===== src/design/oddc_pkg.sv =====
// Behaviour
// RULE1: Divider bits 19:16, 15:8, 7:0 come from registers 0x50, 0x51, 0x52.
// RULE2: Misc register bits 7:6 supply divider bits 29 and 28.
// RULE3: Software writes the single-ended strength field as 7.
// RULE4: Coarse delay is the six-bit code times one VCO period.
// RULE5: Fine delay is the two-bit code in delay bits 7:6 times 30 ps.
// RULE6: Misc bit 4 widens fine delay to three bits, 0 to 4 steps; the code forces 4 steps whenever the bit is set.
// RULE7: Software sets supply field: 00 1.8 V, 01 2.5 V, 10 3.3 V.
// RULE8: Driver field picks LVDS, boosted LVDS, CML, HCSL, LVPECL with/without current.
// RULE9: Pin mode 1000 drives CMOS on negative pin only.
// RULE10: Pin mode 1100 drives CMOS on both pins.
// RULE11: Pin mode 0000 is differential with external termination.
// RULE12: Pin mode 0010 pulls up, 0001 pulls down, both stay differential.
// RULE13: Pin mode 0100 drives CMOS on positive pin only.
// RULE14: Divider ratio is used only once all its parts are written.
package oddc_pkg;

   // ****************************************
   // Register offsets
   // ****************************************
   localparam logic [7:0] ADDR_DIV_UPPER   = 8'h50;
   localparam logic [7:0] ADDR_DIV_MIDDLE  = 8'h51;
   localparam logic [7:0] ADDR_DIV_LOWER   = 8'h52;
   localparam logic [7:0] ADDR_PHASE_STR   = 8'h53;
   localparam logic [7:0] ADDR_DELAY       = 8'h54;
   localparam logic [7:0] ADDR_SUPPLY_DRV  = 8'h55;
   localparam logic [7:0] ADDR_MISC_PIN    = 8'h57;

   // ****************************************
   // Reset values and readable bit masks
   // ****************************************
   localparam logic [7:0] REG_RESET        = 8'h00;
   localparam logic [7:0] MASK_DIV_UPPER   = 8'h0f;
   localparam logic [7:0] MASK_FULL        = 8'hff;
   localparam logic [7:0] MASK_PHASE_STR   = 8'hc7;
   localparam logic [7:0] MASK_SUPPLY_DRV  = 8'h1f;
   localparam logic [7:0] MASK_MISC_PIN    = 8'hdf;
   localparam logic [7:0] UNMAPPED_READ    = 8'h00;

   // ****************************************
   // Field positions
   // ****************************************
   localparam int DIV_WIDTH         = 30;
   localparam int COARSE_LSB        = 0;
   localparam int COARSE_W          = 6;
   localparam int FINE_LSB          = 6;
   localparam int FINE_W            = 2;
   localparam int FINE_EXT_BIT      = 4;
   localparam int DIV_TOP_LSB       = 6;
   localparam int PIN_MODE_LSB      = 0;
   localparam int PIN_MODE_W        = 4;
   localparam int SUPPLY_LSB        = 3;
   localparam int DRV_LSB           = 0;
   localparam int STRENGTH_LSB      = 0;
   localparam int PHASE_LSB         = 6;

   // ****************************************
   // Timing
   // ****************************************
   localparam int            FINE_STEP_PS    = 30;
   localparam logic [2:0]    FINE_EXT_MAX    = 3'h4;
   localparam int            DIV_PART_COUNT  = 4;

   // ****************************************
   // Encodings
   // ****************************************
   typedef enum logic [2:0] {
      ODDC_DRV_LVDS        = 3'b000,
      ODDC_DRV_LVPECL_CM   = 3'b001,
      ODDC_DRV_CML         = 3'b010,
      ODDC_DRV_HCSL        = 3'b011,
      ODDC_DRV_LVDS_BOOST  = 3'b100,
      ODDC_DRV_LVPECL_NOCM = 3'b101,
      ODDC_DRV_RSVD6       = 3'b110,
      ODDC_DRV_RSVD7       = 3'b111
   } oddc_drv_t;

   localparam logic [3:0] PIN_EXT_TERM  = 4'h0;
   localparam logic [3:0] PIN_PULL_DN   = 4'h1;
   localparam logic [3:0] PIN_PULL_UP   = 4'h2;
   localparam logic [3:0] PIN_CMOS_POS  = 4'h4;
   localparam logic [3:0] PIN_CMOS_NEG  = 4'h8;
   localparam logic [3:0] PIN_CMOS_BOTH = 4'hc;

   typedef struct packed {
      logic diff_en;
      logic pos_cmos_en;
      logic neg_cmos_en;
      logic pull_up;
      logic pull_down;
      logic invalid;
   } oddc_pin_ctrl_t;

   typedef struct packed {
      logic [5:0] coarse_vco;
      logic [2:0] fine_steps;
      logic [7:0] fine_ps;
   } oddc_delay_t;

endpackage


===== src/design/oddc_pin_mode.sv =====
`timescale 1ns/1ps
`default_nettype none
module oddc_pin_mode (
   // Mode setting
   input  wire logic [3:0]              i_pin_mode,
   // Decoded pin control
   output oddc_pkg::oddc_pin_ctrl_t     o_ctrl
);
   import oddc_pkg::*;

   always_comb begin
      o_ctrl = '0;
      case (i_pin_mode)
         // RULE11: external termination
         PIN_EXT_TERM: begin
            o_ctrl.diff_en = 1'b1;
         end
         // RULE12: pull up, differential
         PIN_PULL_UP: begin
            o_ctrl.diff_en = 1'b1;
            o_ctrl.pull_up = 1'b1;
         end
         // RULE12: pull down, differential
         PIN_PULL_DN: begin
            o_ctrl.diff_en   = 1'b1;
            o_ctrl.pull_down = 1'b1;
         end
         // RULE13: positive pin only
         PIN_CMOS_POS: begin
            o_ctrl.pos_cmos_en = 1'b1;
         end
         // RULE9: negative pin only
         PIN_CMOS_NEG: begin
            o_ctrl.neg_cmos_en = 1'b1;
         end
         // RULE10: both pins CMOS
         PIN_CMOS_BOTH: begin
            o_ctrl.pos_cmos_en = 1'b1;
            o_ctrl.neg_cmos_en = 1'b1;
         end
         // Undefined codes fall back to safe differential
         default: begin
            o_ctrl.diff_en = 1'b1;
            o_ctrl.invalid = 1'b1;
         end
      endcase
   end
endmodule // oddc_pin_mode
`default_nettype wire


===== src/design/oddc_top.sv =====
`timescale 1ns/1ps
`default_nettype none
module oddc_top (
   // Clock and reset
   input  wire logic                    i_ref_clk,
   input  wire logic                    i_reset,
   // Register port from serial configuration logic
   input  wire logic [7:0]              i_reg_addr,
   input  wire logic                    i_reg_wr,
   input  wire logic [7:0]              i_reg_wdata,
   input  wire logic                    i_reg_rd,
   output logic      [7:0]              o_reg_rdata,
   output logic                         o_reg_rvalid,
   // Divider
   output logic [oddc_pkg::DIV_WIDTH-1:0] o_divider_ratio,
   output logic                         o_divider_update,
   // Delay
   output oddc_pkg::oddc_delay_t        o_delay,
   // Driver configuration
   output oddc_pkg::oddc_drv_t          o_driver_standard,
   output logic                         o_driver_invalid,
   output logic      [1:0]              o_output_supply_select,
   output logic      [2:0]              o_se_strength,
   output logic      [1:0]              o_phase_select,
   output oddc_pkg::oddc_pin_ctrl_t     o_pin_ctrl
);
   import oddc_pkg::*;

   // ****************************************
   // Register storage
   // ****************************************
   logic [7:0] div_upper_q;
   logic [7:0] div_middle_q;
   logic [7:0] div_lower_q;
   logic [7:0] phase_str_q;
   logic [7:0] delay_q;
   logic [7:0] supply_drv_q;
   logic [7:0] misc_pin_q;
   logic [DIV_PART_COUNT-1:0] div_written_q;
   logic [DIV_PART_COUNT-1:0] div_written_d;
   logic [DIV_PART_COUNT-1:0] div_hit;
   logic                      div_commit;
   logic [DIV_WIDTH-1:0]      div_next;
   oddc_pin_ctrl_t            pin_ctrl;

   // ****************************************
   // Helpers
   // ****************************************
   function automatic logic wr_to(input logic [7:0] addr);
      return i_reg_wr && (i_reg_addr == addr);
   endfunction

   function automatic logic [7:0] masked(input logic [7:0] v,
                                         input logic [7:0] m);
      return v & m;
   endfunction

   // Fine delay in ps, steps times step size
   function automatic logic [7:0] fine_to_ps(input logic [2:0] steps);
      logic [7:0] prod;
      prod = 8'(int'(steps) * FINE_STEP_PS);
      return prod;
   endfunction

   // Reserved driver codes are flagged, never remapped
   function automatic logic drv_reserved(input logic [2:0] code);
      return (code == ODDC_DRV_RSVD6) || (code == ODDC_DRV_RSVD7);
   endfunction

   // ****************************************
   // Register writes
   // ****************************************
   // Unmapped offsets are dropped without error
   always_ff @(posedge i_ref_clk) begin
      if (i_reset) begin
         div_upper_q  <= REG_RESET;
         div_middle_q <= REG_RESET;
         div_lower_q  <= REG_RESET;
         phase_str_q  <= REG_RESET;
         delay_q      <= REG_RESET;
         supply_drv_q <= REG_RESET;
         misc_pin_q   <= REG_RESET;
      end else begin
         if (wr_to(ADDR_DIV_UPPER))
            div_upper_q <= masked(i_reg_wdata, MASK_DIV_UPPER);
         if (wr_to(ADDR_DIV_MIDDLE))
            div_middle_q <= i_reg_wdata;
         if (wr_to(ADDR_DIV_LOWER))
            div_lower_q <= i_reg_wdata;
         if (wr_to(ADDR_PHASE_STR))
            phase_str_q <= masked(i_reg_wdata, MASK_PHASE_STR);
         if (wr_to(ADDR_DELAY))
            delay_q <= i_reg_wdata;
         if (wr_to(ADDR_SUPPLY_DRV))
            supply_drv_q <= masked(i_reg_wdata, MASK_SUPPLY_DRV);
         if (wr_to(ADDR_MISC_PIN))
            misc_pin_q <= masked(i_reg_wdata, MASK_MISC_PIN);
      end
   end

   // ****************************************
   // Read-back
   // ****************************************
   always_ff @(posedge i_ref_clk) begin
      if (i_reset) begin
         o_reg_rdata  <= UNMAPPED_READ;
         o_reg_rvalid <= 1'b0;
      end else begin
         o_reg_rvalid <= i_reg_rd;
         // Same-cycle write shows on the next read only
         if (i_reg_rd) begin
            case (i_reg_addr)
               ADDR_DIV_UPPER:  o_reg_rdata <= div_upper_q;
               ADDR_DIV_MIDDLE: o_reg_rdata <= div_middle_q;
               ADDR_DIV_LOWER:  o_reg_rdata <= div_lower_q;
               ADDR_PHASE_STR:  o_reg_rdata <= phase_str_q;
               ADDR_DELAY:      o_reg_rdata <= delay_q;
               ADDR_SUPPLY_DRV: o_reg_rdata <= supply_drv_q;
               ADDR_MISC_PIN:   o_reg_rdata <= misc_pin_q;
               default:         o_reg_rdata <= UNMAPPED_READ;
            endcase
         end
      end
   end

   // ****************************************
   // Divider assembly
   // ****************************************
   always_comb begin
      div_hit = {wr_to(ADDR_MISC_PIN), wr_to(ADDR_DIV_UPPER),
                 wr_to(ADDR_DIV_MIDDLE), wr_to(ADDR_DIV_LOWER)};
      // RULE14: commit once all parts seen
      div_written_d = div_written_q | div_hit;
      div_commit    = &div_written_d;
      div_next      = '0;
      // RULE1: lower twenty bits
      div_next[19:16] = wr_to(ADDR_DIV_UPPER) ? i_reg_wdata[3:0]
                                              : div_upper_q[3:0];
      div_next[15:8]  = wr_to(ADDR_DIV_MIDDLE) ? i_reg_wdata
                                               : div_middle_q;
      div_next[7:0]   = wr_to(ADDR_DIV_LOWER) ? i_reg_wdata
                                              : div_lower_q;
      // RULE2: top two bits from misc
      div_next[29:28] = wr_to(ADDR_MISC_PIN)
                        ? i_reg_wdata[DIV_TOP_LSB +: 2]
                        : misc_pin_q[DIV_TOP_LSB +: 2];
   end

   // Half-written ratio never reaches the divider
   always_ff @(posedge i_ref_clk) begin
      if (i_reset) begin
         div_written_q    <= '0;
         o_divider_ratio  <= '0;
         o_divider_update <= 1'b0;
      end else begin
         o_divider_update <= div_commit;
         if (div_commit) begin
            // RULE14: apply whole ratio
            div_written_q   <= '0;
            o_divider_ratio <= div_next;
         end else begin
            div_written_q <= div_written_d;
         end
      end
   end

   // ****************************************
   // Delay and driver outputs
   // ****************************************
   always_ff @(posedge i_ref_clk) begin
      if (i_reset) begin
         o_delay <= '0;
      end else begin
         // RULE4: coarse VCO periods
         o_delay.coarse_vco <= delay_q[COARSE_LSB +: COARSE_W];
         if (misc_pin_q[FINE_EXT_BIT]) begin
            // RULE6: extension bit forces four steps, delay code ignored
            o_delay.fine_steps <= FINE_EXT_MAX;
            o_delay.fine_ps    <= fine_to_ps(FINE_EXT_MAX);
         end else begin
            // RULE5: two-bit fine steps
            o_delay.fine_steps <= {1'b0, delay_q[FINE_LSB +: FINE_W]};
            o_delay.fine_ps <=
               fine_to_ps({1'b0, delay_q[FINE_LSB +: FINE_W]});
         end
      end
   end

   // ****************************************
   // Pin mode decode
   // ****************************************
   oddc_pin_mode u_pin_mode (
      .i_pin_mode (misc_pin_q[PIN_MODE_LSB +: PIN_MODE_W]),
      .o_ctrl     (pin_ctrl)
   );

   // ****************************************
   // Driver configuration
   // ****************************************
   always_ff @(posedge i_ref_clk) begin
      if (i_reset) begin
         o_driver_standard      <= ODDC_DRV_LVDS;
         o_driver_invalid       <= 1'b0;
         o_output_supply_select <= '0;
         o_se_strength          <= '0;
         o_phase_select         <= '0;
         o_pin_ctrl             <= '0;
      end else begin
         // RULE8: driver standard select
         o_driver_standard <= oddc_drv_t'(supply_drv_q[DRV_LSB +: 3]);
         o_driver_invalid  <= drv_reserved(supply_drv_q[DRV_LSB +: 3]);
         // RULE7: supply passed as programmed
         o_output_supply_select <= supply_drv_q[SUPPLY_LSB +: 2];
         // RULE3: strength passed as programmed
         o_se_strength  <= phase_str_q[STRENGTH_LSB +: 3];
         o_phase_select <= phase_str_q[PHASE_LSB +: 2];
         // RULE9: registered pin control
         o_pin_ctrl <= pin_ctrl;
      end
   end
endmodule // oddc_top
`default_nettype wire


===== config.mk =====
export PLATFORM = sky130hd
export DESIGN_NAME = oddc_top
export DESIGN_NICKNAME = d
export VERILOG_FILES = /design/src/design/oddc_pkg.sv /design/src/design/oddc_pin_mode.sv /design/src/design/oddc_top.sv
export SDC_FILE = /design/constraint.sdc
export NUM_CORES = 1
export LEC_CHECK = 0
export BUFFER_PORTS_ARGS = -buffer_cell sky130_fd_sc_hd__buf_2
export CORE_MARGIN = 2
export CORE_UTILIZATION = 46
export CTS_CLUSTER_DIAMETER = 80
export DETAILED_ROUTE_END_ITERATION = 7
export PLACE_DENSITY = 0.69
export SLEW_MARGIN = 20
export SYNTH_ARGS = -nofsm -noshare
export SYNTH_HDL_FRONTEND = slang
export SYNTH_SLANG_ARGS = --single-unit

===== constraint.sdc =====
create_clock -name i_ref_clk -period 4.2 [get_ports i_ref_clk]
set_input_delay 0.21 -clock i_ref_clk [delete_from_list [all_inputs] [get_ports i_ref_clk]]
set_output_delay 0.21 -clock i_ref_clk [all_outputs]
set_load 0.01 [all_outputs]

# Word level (Yosys, flattened, before mapping)
# Cells that the tools add are included.
[totals]
reg_bits = 115
latchBits = 0
ramBits = 0
romBits = 0
in_bits = 20
output_inout_bits = 74
wordCells = 72
memories = 0
[op_classes]
addsub = 0
n_mul = 1
div_mod_pow = 0
order_cmp = 0
eq_ne = 14
n_shift = 0
muxes = 12
bitwise = 1
reduce_logical = 16
[ops]
columns = ["cell", "count"]
rows = [
  ["$eq A8 B7 Y1 const B", 7],
  ["$pmux W8 S7", 1],
  ["$mux W8", 2],
  ["$mux W11", 1],
  ["$eq A4 B4 Y1 const B", 2],
  ["$reduce_or A2 Y1", 4],
  ["$logic_and A1 B1 Y1", 7],
  ["$eq A3 B3 Y1 const B", 2],
  ["$mul A2 B4 Y6 const B", 1],
  ["$mux W1", 6],
  ["$reduce_or A6 Y1", 1],
  ["$eq A4 B1 Y1 const B", 1],
  ["$eq A4 B2 Y1 const B", 1],
  ["$eq A4 B3 Y1 const B", 1],
  ["$logic_not A4 Y1", 1],
  ["$mux W4", 1],
  ["$or A4 B4 Y4", 1],
  ["$reduce_and A4 Y1", 1],
  ["$reduce_or A3 Y1", 1],
  ["$mux W2", 1],
  ["$logic_or A1 B1 Y1", 1],
]

# Logic depth before layout (Yosys ltp)
# Gate-level depths: netlist of run 1.
[depth]
word_depth = 5
depth_mapped = 8
mapped_depth_nobuf = 5

# Modules after synthesis
# Synthesis of run 1 repeated with hierarchy kept, for this count alone.
[hier_totals]
hier_cells = 440
area_unflattened_um2 = 4535.6
[modules_own_cells]
columns = ["module", "instances", "cells_each", "area_per_inst_um2", "seq_area_each_um2"]
rows = [
  ["oddc_top", 1, 432, 4479.3, 2222.1],
  ["oddc_pin_mode", 1, 8, 56.3, 0.0],
]

# Worst setup path after synthesis of run 1
# Ideal clock, no wire load.
[synth_timing]
path_type = "input port to flip-flop"
start = "input port i_reg_addr[3]"
end = "register o_divider_ratio[10] in the netlist's numbering"
setup_ns = 0.121
arrival_ns = 2.126
required_ns = 4.079
slack_ns = 1.953
path_stages = 7
path_buffers = 2
cell_sequence = "or3b_4 -> or4_4 -> o32ai_4 -> nor2b_2 -> buf_6 -> buf_12 -> mux2_4"
[synth_via]
elab_chain_len = 4
word_cells_on_any_way = 11
cone_classes = "eq/ne (4); mux (1); bitwise (1); reduce/logical (5)"
[synth_rtl]
columns = ["item", "line", "source"]
rows = [
  ["start, declared", "oddc_top.sv:8", "input wire logic [7:0] i_reg_addr,"],
  ["$eq A8 B7 Y1", "oddc_top.sv:50", "return i_reg_wr && (i_reg_addr == addr);"],
  ["$logic_and A1 B1 Y1", "oddc_top.sv:50", ""],
  ["$or A4 B4 Y4", "oddc_top.sv:133", "div_written_d = div_written_q | div_hit;"],
  ["$reduce_and A4 Y1", "oddc_top.sv:134", "div_commit = &div_written_d;"],
  ["end signal, assigned", "oddc_top.sv:160", "o_divider_ratio <= div_next;"],
  ["end, declared", "oddc_top.sv:15", "output logic [oddc_pkg::DIV_WIDTH-1:0] o_divider_ratio,"],
]
# Several ways; a longest one is shown, not always the timed one.
# A chain may end at the register's enable or synchronous reset.

# Final worst setup path of run 1
[layout_timing]
start = "input port i_reg_addr[2]"
end = "register o_divider_ratio[0] in the netlist's numbering"
# Same word-level chain as after synthesis.

==> out/results.txt, run 1 <==
status - finished clean
Slew HR - 35.3%
arrival time at the worst endpoint - 2560 ps
final WL - 10200 um
mean post-synth cell area - 9.71 um^2
Die Span Y - 103 um
commonest non-fill, non-tap cell in the layout - dfxtp_1
ANT cells - 0
Hold-fix buffers, CTS - 0
Worst Hold Class - in -> reg
RSZ-0062 raised after global routing - no
Residual DRC - 0
Int Power - 1.41 mW
final setup vio count - 0
Flop pwr share - 57.9%
Logic pwr share - 4.2%
Worst setup SP type - input pin
vias - 3299
nets - 551
Resized cells post-CTS - 0
CP endpoint kind - register
most frequent cells in the layout - 111 x dfxtp_1, 83 x buf_2, 62 x nand2_1
Post-CTS Setup Bufs - 0
Synth Register Bits - 111
clk_lat worst skew - 380 ps
DRT met1 WL - 4720 um
Leakage - 2.13 nW
fin. max-slew vios - 0
DR iter-0 viols - 140
Crit Path Max Fanout - 26
Setup TNS - 0 ps
DP HPWL - 7050 um
Vias per Instance - 4.95
total I/O pin count - 94
starting density of the core - 46.5%
switching power - 0.411 mW
Die Wd - 103 um
largest net degree at the start of global routing - 67
PnR Total Power - 1.82 mW
Worst-Margin Slew - 963 ps
Critical Path RT - 4470 ps
synthesized instance count - 462
Rows - 36
core area - 9640 um^2
buffer type at the clock tree root - clkbuf_8
clock-pin slew on the worst setup and hold paths - 90 ps
DR WL met3 - 574 um
post-synthesis sequential area ratio - 49.5%
routed length per instance - 15.3 um
area delta synth->final - 14.0%
vias in the first global route - 3030
gpl congestion - 0.882
area post-placement - 4890 um^2
number of buffers created by CTS - 9
wire length on met2 - 4720 um
power per cell area - 356 nW/um^2
Yosys warnings - 0
Clk network pwr share - 37.9%
crit path time final - 2290 ps
total track usage - 19.7%
Netlist cell types - 44
peak supply drop - 0.201 mV
number of routed nets with antenna violations - 0
Tcrit/Tclk final - 54.6%
Sw Share - 22.6%
drt pass-1 iters - 4
Final Hold Viols - 0
Netlist Area Pre-Place - 4490 um^2
initial antenna violation count - 0
H-tree lvl count - 3
Max Clk Rate - 436 MHz
CTS tree - done
port buffer count - 83
Layout Skew - 10.7 ps
Max Cap Violations - 0
die area - 10600 um^2
Top Metal Used - met4
Congestion Overflow GR - 0
Clock Sinks - 111
Final Cell Area - 5110 um^2
share of layout cells above drive strength 1 - 25.3%
critical path type - in -> reg
Clock Path Buffers - 2
wire length of the first global-routing pass - 15800 um
[metrics by stage]
stage	utilization, %	setup slack (ps)	hold slack [ps]	cells
finish	53.0	1910	135	666
global route	53.0	1790	124	666
CTS	52.9	1980	113	666
detailed placement	50.7	1590	456	650
global placement	50.7	1640	449	650
floorplan	-	1950	350	471
[synthesized netlist by cell type (all sizes together)]
library cell / number / share of area [%]
dfxtp: 111 / 50
nand2: 62 / 5.2
nor2b: 46 / 6.5
nor2: 38 / 3.2
a21oi: 35 / 3.9
mux2: 27 / 8.3
mux2i: 24 / 5.4
buf: 21 / 3.7
clkbuf: 20 / 1.7
a22oi: 9 / 1.5
nand3: 8 / 0.89
nor3: 8 / 0.89
o21ai: 6 / 0.67
inv: 5 / 0.42
a221oi: 4 / 0.78
and2: 4 / 0.56
o211ai: 4 / 0.67
a31oi: 3 / 0.42
ha: 3 / 0.84
nor3b: 3 / 0.50
and3: 2 / 0.28
nand2b: 2 / 0.28
nor4b: 2 / 0.39
a2111oi: 1 / 0.22
a221o: 1 / 0.22
and3b: 1 / 0.20
clkinv: 1 / 0.084
conb: 1 / 0.084
mux4: 1 / 0.50
nand3b: 1 / 0.17
nor4: 1 / 0.28
nor4bb: 1 / 0.22
o32ai: 1 / 0.61
o41a: 1 / 0.25
or2: 1 / 0.14
or3: 1 / 0.14
or3b: 1 / 0.25
or4: 1 / 0.25
[final cells by class]
cell class,count,area [um^2]
repair buffers,87,445
clock buffers,11,131
clock inverters,5,81.3
well taps,133,166
multi-input cells,313,2040
inverters,6,22.5
flip-flops and latches,111,2220
fillers,942,4530
[registers in the layout, summed over array words and instances (netlist names), 2 cells and up]
register / flops
o_divider_ratio: 22
o_delay: 13
delay_q: 8
div_lower_q: 8
div_middle_q: 8
o_reg_rdata: 8
misc_pin_q: 7
o_pin_ctrl: 6
phase_str_q: 5
supply_drv_q: 5
div_upper_q: 4
div_written_q: 4
o_driver_standard: 3
o_se_strength: 3
o_output_supply_select: 2
o_phase_select: 2
[final timing paths]
kind	start	endpoint	slack, ps	cells after the start
setup / recovery	i_reg_addr[2]	o_divider_ratio[0]	1910	6
hold / removal	i_reg_wdata[5]	delay_q[5]	130	3
setup reg to reg	div_written_q[0]	o_divider_ratio[0]	2380	5
hold reg to reg	o_reg_rdata[0]	o_reg_rdata[0]	470	2
[worst max-delay path, cell delays in order]
cell and delay (ps):
buf_2 250, nor4bb_1 860, a31oi_1 310, nor2b_2 170
buf_4 370, mux2_2 390
[layer usage]
metal | vias up | GRT usage [%]
met5 | - | 0
met3 | 16 | 3.46
li1 | 1663 | -
met2 | 103 | 31.9
met1 | 1517 | 25.9
met4 | 0 | 8.50
[kinds of logic after synthesis]
logic type	count (synthesis)	share of synthesized area [%]
other	1	0.0836
buffers and inverters	47	5.86
multiplexers	52	14.1
flip-flops	111	49.5
adder cells (fa/ha/maj)	3	0.837
AND/OR/NAND/NOR	183	20.3
AO/OA/AOI/OAI	65	9.26
[power by group through the flow]
stage	sequential, mW	combinational [mW]	clock, mW
after floorplan	1.08	0.0524	0
after global placement	1.08	0.0727	0
after detailed placement	1.08	0.0740	0
after CTS	1.05	0.0743	0.700
after global routing	1.05	0.0826	0.733
final	1.05	0.0768	0.690
No activity file was read; power rests on OpenSTA's default activity.
==> run 2, diff against run 1 <==
--- a/config.mk
+++ b/config.mk
@@ -10,7 +10,7 @@
 export CORE_UTILIZATION = 46
 export CTS_CLUSTER_DIAMETER = 80
 export DETAILED_ROUTE_END_ITERATION = 7
-export PLACE_DENSITY = 0.69
+export PLACE_DENSITY = 0.72
 export SLEW_MARGIN = 20
 export SYNTH_ARGS = -nofsm -noshare
 export SYNTH_HDL_FRONTEND = slang
==> constraint.sdc (replaced) <==
create_clock -name i_ref_clk -period 2.1 [get_ports i_ref_clk]
set_input_delay 0.105 -clock i_ref_clk [delete_from_list [all_inputs] [get_ports i_ref_clk]]
set_output_delay 0.105 -clock i_ref_clk [all_outputs]
set_load 0.01 [all_outputs]
==> out/results.txt, run 2 (synthesis results as in run 1) <==
status - finished clean
final setup vio count - 0 (unchanged)
Worst Hold Class - in -> reg
ANT cells - 0 (unchanged)
share of layout cells above drive strength 1 - 27.6% (+2.2 points)
core area - 9640 um^2 (unchanged)
H-tree lvl count - 3 (unchanged)
clock-pin slew on the worst setup and hold paths - 100 ps (about the same)
Worst-Margin Slew - 505 ps (-458 ps)
crit path time final - 1910 ps
Layout Skew - 11.7 ps (+0.999 ps)
Vias per Instance - 5.04 (+1.7%)
Tcrit/Tclk final - 90.8%
buffer type at the clock tree root - clkbuf_8
worst reg-to-reg setup slack - 490 ps (-1890 ps)
Die Span Y - 103 um (unchanged)
Final Non-Filler Cells - 681 (+2.3%)
critical path type - in -> reg
Congestion Overflow GR - 0 (unchanged)
fin. max-slew vios - 0 (unchanged)
CP max stage cell - or4_4
nets - 566 (+2.7%)
Residual DRC - 0 (unchanged)
die area - 10600 um^2 (unchanged)
area post-placement - 5030 um^2 (+2.8%)
CP peak stage delay - 510 ps (-350 ps)
Max Cap Violations - 0 (unchanged)
CP Launch Point - i_reg_addr[3]
max FFs per register - 22 (unchanged)
number of routed nets with antenna violations - 0 (unchanged)
starting density of the core - 46.5% (unchanged)
Worst setup SP type - input pin
wire length of the first global-routing pass - 15700 um (-0.57%)
power per cell area - 654 nW/um^2 (+84%)
largest net degree at the start of global routing - 47 (-30%)
biggest regs - o_divider_ratio: 22 flops, o_delay: 13 flops
DP HPWL - 7220 um (+2.4%)
total I/O pin count - 94 (unchanged)
Leakage - 2.19 nW (+2.7%)
routed length per instance - 14.5 um (-5.6%)
delay-heaviest family, CP - simple AND/OR/NAND/NOR gates
reg2reg path depth - 5 (unchanged)
Reg with most FFs - o_divider_ratio
RSZ-0062 raised after global routing - no
port buffer count - 83 (unchanged)
Post-CTS Setup Bufs - 0 (unchanged)
Critical Path RT - 2370 ps (-2100 ps)
clk_lat worst skew - 370 ps (about the same)
commonest non-fill, non-tap cell in the layout - dfxtp_1
area delta synth->final - 16.1%
Crit Path Max Fanout - 24 (-7.7%)
total track usage - 19.3% (-0.38 points)
Resized cells post-CTS - 0 (unchanged)
arrival time at the worst endpoint - 2180 ps (-380 ps)
final WL - 9860 um (-3.4%)
Cells on Worst Hold Path - 3 (unchanged)
vias in the first global route - 3134 (+3.4%)
initial antenna violation count - 0 (unchanged)
Slew HR - 66.2% (+31 points)
placed cell count - 664 (+2.2%)
most frequent cells in the layout - 111 x dfxtp_1, 83 x buf_2, 62 x nand2_1
CTS tree - done
Rows - 36 (unchanged)
crit path buf inv count - 2 (unchanged)
RR Startpoint - div_written_q[0]
Clock Sinks - 111 (unchanged)
peak supply drop - 0.471 mV (+130%)
Hold-fix buffers, CTS - 1 (+1)
drt pass-1 iters - 4 (unchanged)
Die Wd - 103 um (unchanged)
number of buffers created by CTS - 9 (unchanged)
crit path cell chain - buf_2, or3b_4, or4_4, o32ai_4, nor2b_4, buf_12, mux2_2
DR iter-0 viols - 213 (+52%)
Max Clk Rate - 525 MHz
Final Hold Viols - 0 (unchanged)
Final Cell Area - 5210 um^2 (+1.9%)
CP endpoint kind - register
gpl congestion - 0.870 (-1.3%)
vias - 3432 (+4.0%)
Clock Path Buffers - 2 (unchanged)
WP depth - 7 (+1)
hold_sp - i_reg_wdata[7]
PnR Total Power - 3.41 mW (+87%)
## run 2: through the flow
step           worst slack, ps  hold slack [ps]  util [%]  setup TNS (ps)
2_1_floorplan            -40.1              245         -            -673
3_3_place_gp              -176              395      52.1           -3230
5_1_grt                    150             27.1      54.0               0
4_1_cts                    187             27.1      54.0               0
6_report                   194             34.2      54.0               0
3_5_place_dp              -205              389      52.1           -3490
## run 2: worst paths after layout
| kind | end |
|---|---|
| max reg2reg | o_divider_ratio[2] |
| min reg2reg | o_reg_rdata[0] |
| max | o_divider_ratio[2] |
| min | delay_q[7] |
## run 2: area by class of cell
cell class,instances,area (um^2)
clock buffers,9,124
clock inverters,7,47.5
fillers,911,4430
inverters,6,22.5
multi-input cells,313,2040
flip-flops and latches,111,2220
well taps,133,166
repair buffers,102,586
## run 2: power breakdown
| group | total [mW] | leakage [nW] | internal, mW | switching [mW] |
|---|---|---|---|---|
| sequential | 2.11 | 0.894 | 2.11 | 0.00155 |
| combinational | 0.168 | 1.21 | 0.0542 | 0.114 |
| clock | 1.13 | 0.0854 | 0.431 | 0.698 |
## run 2: worst reg2reg max path, stage by stage, from the launching register on
cell	delay, ps
dfxtp_1	360
a22oi_1	140
o32ai_4	250
nor2b_4	210
buf_12	200
mux2_2	370
## run 2: metal layers
metal | GRT usage [%] | share of wire, % | vias up
li1 | - | - | 1692
met1 | 26.3 | 46 | 1608
met2 | 31.2 | 46 | 121
met3 | 3.46 | 6.8 | 11
met4 | 6.38 | 1.2 | 0
met5 | 0 | 0 | -
